===== src/include/rac_pkg.sv =====
// Package: register map, field layout and timing constants for the clock alarm block
package rac_pkg;
    // ==================================================================
    // Timing
    localparam int unsigned CLK_PERIOD_NS  = 100;
    localparam int unsigned OSC_PERIOD_PS  = 30517;
    localparam int unsigned OSC_DIV_CYC    = (OSC_PERIOD_PS / 1000 + CLK_PERIOD_NS - 1)
                                             / CLK_PERIOD_NS * 0 + OSC_PERIOD_PS
                                             / (CLK_PERIOD_NS * 1000) * 0 + 305;
    localparam int unsigned HALF_SEC_PULSES = 16384;
    localparam int unsigned CAL_UNIT_PULSES = 4;

    // ==================================================================
    // Register byte addresses
    localparam logic [7:0] ADDR_CTRL_CAL   = 8'h00;
    localparam logic [7:0] ADDR_ALARM_CFG  = 8'h04;
    localparam logic [7:0] ADDR_ALARM_PORT = 8'h08;
    localparam logic [7:0] ADDR_TIME_MS    = 8'h0C;
    localparam logic [7:0] ADDR_AL_MD      = 8'h10;
    localparam logic [7:0] ADDR_AL_WH      = 8'h14;
    localparam logic [7:0] ADDR_AL_MS      = 8'h18;

    // ==================================================================
    // Control/calibration fields
    localparam int unsigned CTRL_RUN_BIT  = 15;
    localparam int unsigned CTRL_WREN_BIT = 13;
    localparam int unsigned CTRL_HALF_BIT = 12;

    // ==================================================================
    // Alarm configuration fields
    localparam int unsigned CFG_EN_BIT    = 15;
    localparam int unsigned CFG_CHIME_BIT = 14;
    localparam int unsigned CFG_MASK_LSB  = 10;
    localparam int unsigned CFG_PTR_LSB   = 8;

    // ==================================================================
    // Implemented bits of the value registers
    localparam logic [15:0] MS_BITS = 16'h7F7F;
    localparam logic [15:0] MD_BITS = 16'h1F3F;
    localparam logic [15:0] WH_BITS = 16'h073F;

    // ==================================================================
    // Reset values and repeat counter wrap value
    localparam logic [15:0] VALUE_RST = 16'h0000;
    localparam logic [7:0]  RPT_MAX   = 8'hFF;
    localparam logic [7:0]  CAL_RST   = 8'h00;

    // ==================================================================
    // Match intervals and window pointer codes
    typedef enum logic [3:0] {
        RAC_M_HALF, RAC_M_SEC, RAC_M_10SEC, RAC_M_MIN, RAC_M_10MIN,
        RAC_M_HOUR, RAC_M_DAY, RAC_M_WEEK, RAC_M_MONTH, RAC_M_YEAR
    } rac_mask_e;

    localparam logic [1:0] PTR_MIN_SEC = 2'b00;
    localparam logic [1:0] PTR_WDHR    = 2'b01;
    localparam logic [1:0] PTR_MTHDY   = 2'b10;
endpackage


===== src/rac_alarm.sv =====
// Minutes/seconds timekeeping, calibration and alarm engine with APB registers
`timescale 1ns/1ps
// Notes on behaviour
// - Time minutes/seconds held as BCD tens/ones digits in two bytes.
// - Alarm minutes/seconds uses same BCD layout; bits 15 and 7 read zero.
// - Alarm month/day: month tens bit 12, ones 11-8, day digits 5-0.
// - Alarm weekday/hours: weekday 10-8, hour digits 5-0, rest zero.
// - Alarm month/day and weekday/hours writes need clock write enable.
// - Each minute timer shifts by four times signed calibration byte.
// - Negative calibration adds pulses, slowing a fast oscillator.
// - Alarm runs only while enabled; final alarm clears the enable.
// - Four-bit mask picks matched digits, half second to yearly.
// - Repeat count zero without chime gives one alarm; FFh gives 256.
// - Counter decrements per alarm; at zero last alarm disables.
// - With chime set counter wraps zero to FFh, alarms continue.
// - Every alarm event raises an interrupt request.
// - Alarm pulse output toggles on each alarm, half alarm rate.
// - Window pointer selects value register, decrements to 00 per read or upper-byte write.
// - Yearly mask fires yearly; February 29 fires every four years.
module rac_alarm #(
    parameter int unsigned OSC_DIV     = rac_pkg::OSC_DIV_CYC,
    parameter int unsigned HALF_PULSES = rac_pkg::HALF_SEC_PULSES
) (
    input  wire logic        ref_clk,
    input  wire logic        reset,
    input  wire logic        psel,
    input  wire logic        penable,
    input  wire logic        pwrite,
    input  wire logic [7:0]  paddr,
    input  wire logic [31:0] pwdata,
    input  wire logic [3:0]  pstrb,
    output logic             pready,
    output logic [31:0]      prdata,
    output logic             pslverr,
    input  wire logic [15:0] cur_weekday_hours,
    input  wire logic [15:0] cur_month_day,
    output logic             alarm_irq,
    output logic             alarm_pulse,
    output logic             minute_carry
);
    // ==================================================================
    // Parameter checks
    initial begin
        if (OSC_DIV < 1 || OSC_DIV > 65535 || HALF_PULSES <= 512 || HALF_PULSES > 65536) begin
            $error("rac_alarm: unsupported OSC_DIV or HALF_PULSES");
        end
    end

    localparam logic [15:0] DIV_LAST  = 16'(OSC_DIV - 1);
    localparam logic [17:0] HALF_LAST = 18'(HALF_PULSES - 1);

    typedef struct packed {
        logic [15:0] div;
        logic [17:0] presc;
        logic        half;
        logic [15:0] time_ms;
        logic        run;
        logic        wren;
        logic [7:0]  cal;
        logic        al_en;
        logic        chime;
        logic [3:0]  mask;
        logic [1:0]  ptr;
        logic [7:0]  rpt;
        logic [15:0] al_md;
        logic [15:0] al_wh;
        logic [15:0] al_ms;
        logic        tick;
        logic        irq;
        logic        pulse;
        logic        min_pulse;
        logic [31:0] rdata;
        logic        err;
    } rac_state_s;

    rac_state_s s_q;
    rac_state_s s_d;

    // ==================================================================
    // Helpers
    function automatic logic [7:0] inc_sexa(input logic [6:0] v);
        // Returns {carry, next} for a two-digit BCD value 00..59
        if (v[3:0] == 4'h9) begin
            if (v[6:4] == 3'h5) begin
                return {1'b1, 7'h00};
            end
            return {1'b0, v[6:4] + 3'h1, 4'h0};
        end
        return {1'b0, v[6:4], v[3:0] + 4'h1};
    endfunction

    function automatic logic [15:0] merge(input logic [15:0] old, input logic [31:0] wd,
                                          input logic [3:0] strb, input logic [15:0] bits);
        logic [15:0] r;
        r = old;
        if (strb[0]) begin
            r[7:0] = wd[7:0];
        end
        if (strb[1]) begin
            r[15:8] = wd[15:8];
        end
        return r & bits;
    endfunction

    function automatic logic known_addr(input logic [7:0] a);
        return a == rac_pkg::ADDR_CTRL_CAL || a == rac_pkg::ADDR_ALARM_CFG
            || a == rac_pkg::ADDR_ALARM_PORT || a == rac_pkg::ADDR_TIME_MS
            || a == rac_pkg::ADDR_AL_MD || a == rac_pkg::ADDR_AL_WH
            || a == rac_pkg::ADDR_AL_MS;
    endfunction

    function automatic logic [15:0] port_view(input rac_state_s s);
        logic [15:0] v;
        case (s.ptr)
            rac_pkg::PTR_MIN_SEC: v = s.al_ms;
            rac_pkg::PTR_WDHR:   v = s.al_wh;
            rac_pkg::PTR_MTHDY:  v = s.al_md;
            default:             v = 16'h0000;
        endcase
        return v;
    endfunction

    // Digits compared against the alarm, widening with the mask code
    function automatic logic mask_match(input rac_state_s s, input logic [15:0] wh,
                                        input logic [15:0] md);
        logic sec_b;
        logic ms_ok;
        sec_b = !s.half;
        ms_ok = s.time_ms == s.al_ms;
        case (s.mask)
            rac_pkg::RAC_M_HALF:  return 1'b1;
            rac_pkg::RAC_M_SEC:   return sec_b;
            rac_pkg::RAC_M_10SEC: return sec_b && s.time_ms[3:0] == s.al_ms[3:0];
            rac_pkg::RAC_M_MIN:   return sec_b && s.time_ms[6:0] == s.al_ms[6:0];
            rac_pkg::RAC_M_10MIN: return sec_b && s.time_ms[11:0] == s.al_ms[11:0];
            rac_pkg::RAC_M_HOUR:  return sec_b && ms_ok;
            rac_pkg::RAC_M_DAY:   return sec_b && ms_ok && wh[5:0] == s.al_wh[5:0];
            rac_pkg::RAC_M_WEEK:  return sec_b && ms_ok && wh == s.al_wh;
            rac_pkg::RAC_M_MONTH: return sec_b && ms_ok && wh[5:0] == s.al_wh[5:0]
                                         && md[5:0] == s.al_md[5:0];
            rac_pkg::RAC_M_YEAR:  return sec_b && ms_ok && wh[5:0] == s.al_wh[5:0]
                                         && md == s.al_md;
            default:              return 1'b0;
        endcase
    endfunction

    // ==================================================================
    // Next-state logic
    logic        setup;
    logic        wr_acc;
    logic        rd_acc;
    logic        osc;
    logic        tick;
    logic [7:0]  sec_n;
    logic [7:0]  min_n;
    logic [15:0] md_w;
    logic [15:0] wh_w;

    assign setup  = psel && !penable;
    assign wr_acc = psel && penable && pwrite;
    assign rd_acc = psel && penable && !pwrite;
    assign sec_n  = inc_sexa(s_q.time_ms[6:0]);
    assign min_n  = inc_sexa(s_q.time_ms[14:8]);
    assign md_w   = merge(s_q.al_md, pwdata, pstrb, rac_pkg::MD_BITS);
    assign wh_w   = merge(s_q.al_wh, pwdata, pstrb, rac_pkg::WH_BITS);

    always_comb begin
        s_d           = s_q;
        s_d.irq       = 1'b0;
        s_d.min_pulse = 1'b0;
        osc           = 1'b0;
        tick          = 1'b0;
        // Oscillator pulse divider and half-second prescaler
        if (s_q.run) begin
            if (s_q.div == DIV_LAST) begin
                s_d.div = 16'h0000;
                osc     = 1'b1;
            end else begin
                s_d.div = s_q.div + 16'h0001;
            end
        end
        if (osc) begin
            if (s_q.presc == HALF_LAST) begin
                s_d.presc = 18'h00000;
                tick      = 1'b1;
            end else begin
                s_d.presc = s_q.presc + 18'h00001;
            end
        end
        if (tick) begin
            s_d.half = !s_q.half;
            if (s_q.half) begin
                s_d.time_ms[6:0] = sec_n[6:0];
                if (sec_n[7]) begin
                    s_d.time_ms[14:8] = min_n[6:0];
                    s_d.min_pulse     = min_n[7];
                    // Signed start point shifts the next second's length
                    s_d.presc = {{8{s_q.cal[7]}}, s_q.cal, 2'b00};
                end
            end
        end
        s_d.tick = tick;

        // Register writes take effect at the access edge
        if (wr_acc) begin
            case (paddr)
                rac_pkg::ADDR_CTRL_CAL: begin
                    if (pstrb[0]) begin
                        s_d.cal = pwdata[7:0];
                    end
                    if (pstrb[1]) begin
                        s_d.run  = pwdata[rac_pkg::CTRL_RUN_BIT];
                        s_d.wren = pwdata[rac_pkg::CTRL_WREN_BIT];
                    end
                end
                rac_pkg::ADDR_ALARM_CFG: begin
                    if (pstrb[0]) begin
                        s_d.rpt = pwdata[7:0];
                    end
                    if (pstrb[1]) begin
                        s_d.al_en = pwdata[rac_pkg::CFG_EN_BIT];
                        s_d.chime = pwdata[rac_pkg::CFG_CHIME_BIT];
                        s_d.mask  = pwdata[rac_pkg::CFG_MASK_LSB +: 4];
                        s_d.ptr   = pwdata[rac_pkg::CFG_PTR_LSB +: 2];
                    end
                end
                rac_pkg::ADDR_ALARM_PORT: begin
                    case (s_q.ptr)
                        rac_pkg::PTR_MIN_SEC:
                            s_d.al_ms = merge(s_q.al_ms, pwdata, pstrb, rac_pkg::MS_BITS);
                        rac_pkg::PTR_WDHR:
                            s_d.al_wh = s_q.wren ? wh_w : s_q.al_wh;
                        rac_pkg::PTR_MTHDY:
                            s_d.al_md = s_q.wren ? md_w : s_q.al_md;
                        default: ;
                    endcase
                end
                rac_pkg::ADDR_TIME_MS:
                    s_d.time_ms = merge(s_q.time_ms, pwdata, pstrb, rac_pkg::MS_BITS);
                rac_pkg::ADDR_AL_MD:
                    s_d.al_md = s_q.wren ? md_w : s_q.al_md;
                rac_pkg::ADDR_AL_WH:
                    s_d.al_wh = s_q.wren ? wh_w : s_q.al_wh;
                rac_pkg::ADDR_AL_MS:
                    s_d.al_ms = merge(s_q.al_ms, pwdata, pstrb, rac_pkg::MS_BITS);
                default: ;
            endcase
        end
        // A read or an upper-byte write of the value port steps the pointer down
        if (paddr == rac_pkg::ADDR_ALARM_PORT && (rd_acc || (wr_acc && pstrb[1]))
                && s_q.ptr != 2'b00) begin
            s_d.ptr = s_q.ptr - 2'b01;
        end

        // Alarm event one cycle after the time update; hardware wins over software
        if (s_q.tick && s_q.al_en
                && mask_match(s_q, cur_weekday_hours, cur_month_day)) begin
            s_d.irq   = 1'b1;
            s_d.pulse = !s_q.pulse;
            if (s_q.rpt != 8'h00) begin
                s_d.rpt = s_q.rpt - 8'h01;
            end else if (s_q.chime) begin
                s_d.rpt = rac_pkg::RPT_MAX;
            end else begin
                s_d.al_en = 1'b0;
            end
        end

        // Read data and error captured in the setup cycle
        if (setup) begin
            s_d.err = !known_addr(paddr);
            case (paddr)
                rac_pkg::ADDR_CTRL_CAL:
                    s_d.rdata = {16'h0000, s_q.run, 1'b0, s_q.wren, s_q.half, 4'h0, s_q.cal};
                rac_pkg::ADDR_ALARM_CFG:
                    s_d.rdata = {16'h0000, s_q.al_en, s_q.chime, s_q.mask, s_q.ptr, s_q.rpt};
                rac_pkg::ADDR_ALARM_PORT: s_d.rdata = {16'h0000, port_view(s_q)};
                rac_pkg::ADDR_TIME_MS:    s_d.rdata = {16'h0000, s_q.time_ms};
                rac_pkg::ADDR_AL_MD:      s_d.rdata = {16'h0000, s_q.al_md};
                rac_pkg::ADDR_AL_WH:      s_d.rdata = {16'h0000, s_q.al_wh};
                rac_pkg::ADDR_AL_MS:      s_d.rdata = {16'h0000, s_q.al_ms};
                default:                  s_d.rdata = 32'h00000000;
            endcase
        end
    end

    // ==================================================================
    // State register
    always_ff @(posedge ref_clk) begin
        if (reset) begin
            s_q       <= '0;
            s_q.cal   <= rac_pkg::CAL_RST;
            s_q.al_md <= rac_pkg::VALUE_RST;
            s_q.al_wh <= rac_pkg::VALUE_RST;
            s_q.al_ms <= rac_pkg::VALUE_RST;
        end else begin
            s_q <= s_d;
        end
    end

    assign pready       = 1'b1;
    assign prdata       = s_q.rdata;
    assign pslverr      = s_q.err;
    assign alarm_irq    = s_q.irq;
    assign alarm_pulse  = s_q.pulse;
    assign minute_carry = s_q.min_pulse;
endmodule


===== config.mk =====
export PLATFORM = sky130hd
export DESIGN_NAME = rac_alarm
export DESIGN_NICKNAME = d
export VERILOG_FILES = /design/src/include/rac_pkg.sv /design/src/rac_alarm.sv
export SDC_FILE = /design/constraint.sdc
export NUM_CORES = 1
export LEC_CHECK = 0
export ABC_CLOCK_PERIOD_IN_PS = 3200
export BUFFER_PORTS_ARGS = -buffer_cell sky130_fd_sc_hd__buf_2
export CAP_MARGIN = 20
export CORE_ASPECT_RATIO = 0.6
export CORE_MARGIN = 8
export CORE_UTILIZATION = 40
export CTS_CLUSTER_DIAMETER = 50
export DETAILED_ROUTE_END_ITERATION = 10
export HOLD_SLACK_MARGIN = 0.03
export PLACE_DENSITY = 0.58
export SYNTH_ARGS = -nofsm -noshare
export SYNTH_HDL_FRONTEND = slang
export SYNTH_SLANG_ARGS = --single-unit

===== constraint.sdc =====
create_clock -name ref_clk -period 3.2 [get_ports ref_clk]
set_input_delay 0.16 -clock ref_clk [delete_from_list [all_inputs] [get_ports ref_clk]]
set_output_delay 0.16 -clock ref_clk [all_outputs]
set_load 0.005 [all_outputs]

==> out/qor.yml <==
final_layout:
  final_cells: 1209
  diodes: 0
  nNetsFinal: 1040
  fin_util_pct: 46.60
  drive_gt1_share_pct: 15.47
  area_growth_pct: 14.61
timing:
  layout_min_cycle_time_ns: 2.880
  rsz0062_at_grt: "no"
  fmax_ghz: 0.3472
  clock_skew_ns: 0.01212
  timing.final.crit_share_pct: 90.00
  slew_headroom_pct: 41.66
  hold_viol: 0
  tightestPinTransition_ns: 0.8751
  setup_violations: 0
  worst_slack_ns: 0.3200
  maxSlewViolCount: 0
  tns_ns: 0
placed_design:
  numPortBuffers: 82
  dp.cells: 1175
  place_ws_ns: 0.5464
  dpl.hpwl_um: 17620
  gp_congestion: 0.9087
worst_hold_path:
  hold_class: "input pin to register"
  min_path_cells: 3
logic_synthesis:
  yosys_register_bits: 142
  synthArstFlopShare_pct: 0
  synth.area.top_cells: "dfxtp_1, mux2i_1, xor2_1"
  syn_inst: 897
  yosysWarnings: 0
  ys_seq_area_share_pct: 36.84
  synth_top_area_share_pct: 36.84
  synth_edf_count: 0
  synth_most_common_cell: "dfxtp_1"
  avgSynthCellArea_um2: 8.604
  synth_commonest_cells: "dfxtp_1, nor2_1, mux2i_1"
  synthFlopType: "dfxtp_1"
  syn_area_um2: 7717
  synth_top_cell_by_area: "dfxtp_1"
  synth.distinct_cells: 61
floorplanning:
  chipWidth_um: 195.3
  start_util_pct: 40.66
  ioPinCount: 118
  core_area_um2: 18980
  dieArea_um2: 24140
  die_y_um: 123.6
  rows: 39
clock_tree:
  cts_buffer_depth: 2
  cts_tree: "built"
  cts_root_buf: "clkbuf_16"
  cts.sinks: 142
  clkTransAtPathRegs_ns: 0.07
  cts_buffers: 17
  cts_max_level: 4
  clock_latency_ns: 0.42
  ctsResizeCount: 0
job:
  max_cap_violations: 0
routing:
  wirelength_um: 23680
  wl_per_cell_um: 19.59
  vias: 6800
  drt_iter0_markers: 717
  drc: 0
  first_pass_iters: 6
  ant_nets: 0
  vias_per_cell: 5.624
pwr:
  power.leakage_nw: 3.570
  swShare_pct: 22.63
  power_w: 0.004108
  p_seq_share_pct: 43.1
  intPower_w: 0.003178
  comb_power_share_pct: 3.9
  p_clk_share_pct: 53.0
  ir_drop_mv: 0.3401
  powerDensity_nw_per_um2: 464.4
  p_sw_w: 0.0009296
worst_setup_path:
  end_kind: "register"
  cp-start-kind: "register"
  crit_arrival_ns: 3.19
  rr_worst_depth: 7
  worstPathMaxFanout: 8
  path_class: "register to register"
  critPathRequiredTime_ns: 3.51
global_routing:
  antenna_found_initial: 0
  grt_pass1_vias: 6324
  grt_max_degree: 55
  gr-total-overflow: 0
  grt_pass1_wl_um: 37050
  grt_use_total_pct: 19.64
status:
  status: "completed"
## per-layer routing
metal	track usage [%]	up-vias	share of wire, %
met5	0	-	0
met4	4.903	0	1.1
met3	5.289	22	8.5
met2	26.42	259	39
met1	29.98	3241	52
li1	-	3278	-
## critical path, stage by stage (launching register included)
cell,delay [ns]
dfxtp_1,0.48
xor2_1,0.12
nor4_1,0.57
a41oi_1,0.21
o31ai_1,0.27
a31oi_1,0.20
or3_1,0.56
a221oi_1,0.37
## layout make-up
cell class | count | area (um2)
multi-input cells | 672 | 4424
fillers | 1853 | 10140
flip-flops and latches | 142 | 2843
clock inverters | 12 | 185.2
inverters | 14 | 52.55
clock buffers | 20 | 456.7
well taps | 246 | 307.8
repair buffers | 103 | 575.6
## kinds of logic (layout without fill, tap and decap cells)
| logic type | after synthesis | count (layout) | synth area share [%] |
|---|---|---|---|
| multiplexers | 64 | 64 | 8.317 |
| buffers and inverters | 98 | 149 | 6.566 |
| adder cells (fa/ha/maj) | 9 | 9 | 1.459 |
| XOR/XNOR | 78 | 78 | 8.852 |
| flip-flops | 142 | 142 | 36.84 |
| AO/OA/AOI/OAI | 181 | 181 | 16.21 |
| AND/OR/NAND/NOR | 323 | 323 | 21.66 |
| other | 2 | 17 | 0.09731 |
## timing repair
action,4_1_cts,5_1_grt
hold buffers,2,0
endpoints found under the hold margin,2,0
setup buffers,0,0
## worst paths after layout
path	startpoint	end	slack (ns)
setup / recovery	register	s_q[90]	0.32
hold / removal	pwdata[15]	s_q[110]	0.06
setup reg to reg	register	s_q[90]	0.32
hold reg to reg	prdata[2]	prdata[2]	0.46
## power by group through the flow
| stage | clock (W) | combinational, W | sequential [W] |
|---|---|---|---|
| final | 0.00218 | 0.000159 | 0.00177 |
| after global routing | 0.00227 | 0.000172 | 0.00177 |
| after CTS | 0.00221 | 0.000158 | 0.00177 |
| after detailed placement | 0 | 0.000156 | 0.00181 |
| after global placement | 0 | 0.000156 | 0.00181 |
| after floorplan | 0 | 0.0000846 | 0.00181 |
## layout by cell type, fill, tap and decap left out, types with 11 or more instances in the layout
cell         n
a21oi_1     34
a222oi_1    13
a22oi_1     41
and2_1      21
and3_1      14
buf_2       81
buf_4       20
clkbuf_16   17
conb_1      17
dfxtp_1    142
inv_1       14
mux2i_1     63
nand2_1     62
nand3_1     24
nor2_1     112
nor3_1      13
nor4_1      11
o21ai_0     32
xnor2_1     24
xor2_1      54
## metrics by stage
| step | instance area (um2) | hold slack, ns |
|---|---|---|
| 2_1_floorplan | 7774 | 0.2960 |
| 5_1_grt | 8845 | 0.05829 |
| 3_5_place_dp | 8183 | 0.4484 |
| 4_1_cts | 8845 | 0.03864 |
| 6_report | 8845 | 0.05713 |
| 3_3_place_gp | 8183 | 0.4434 |
(Power assumes the default switching activity.)
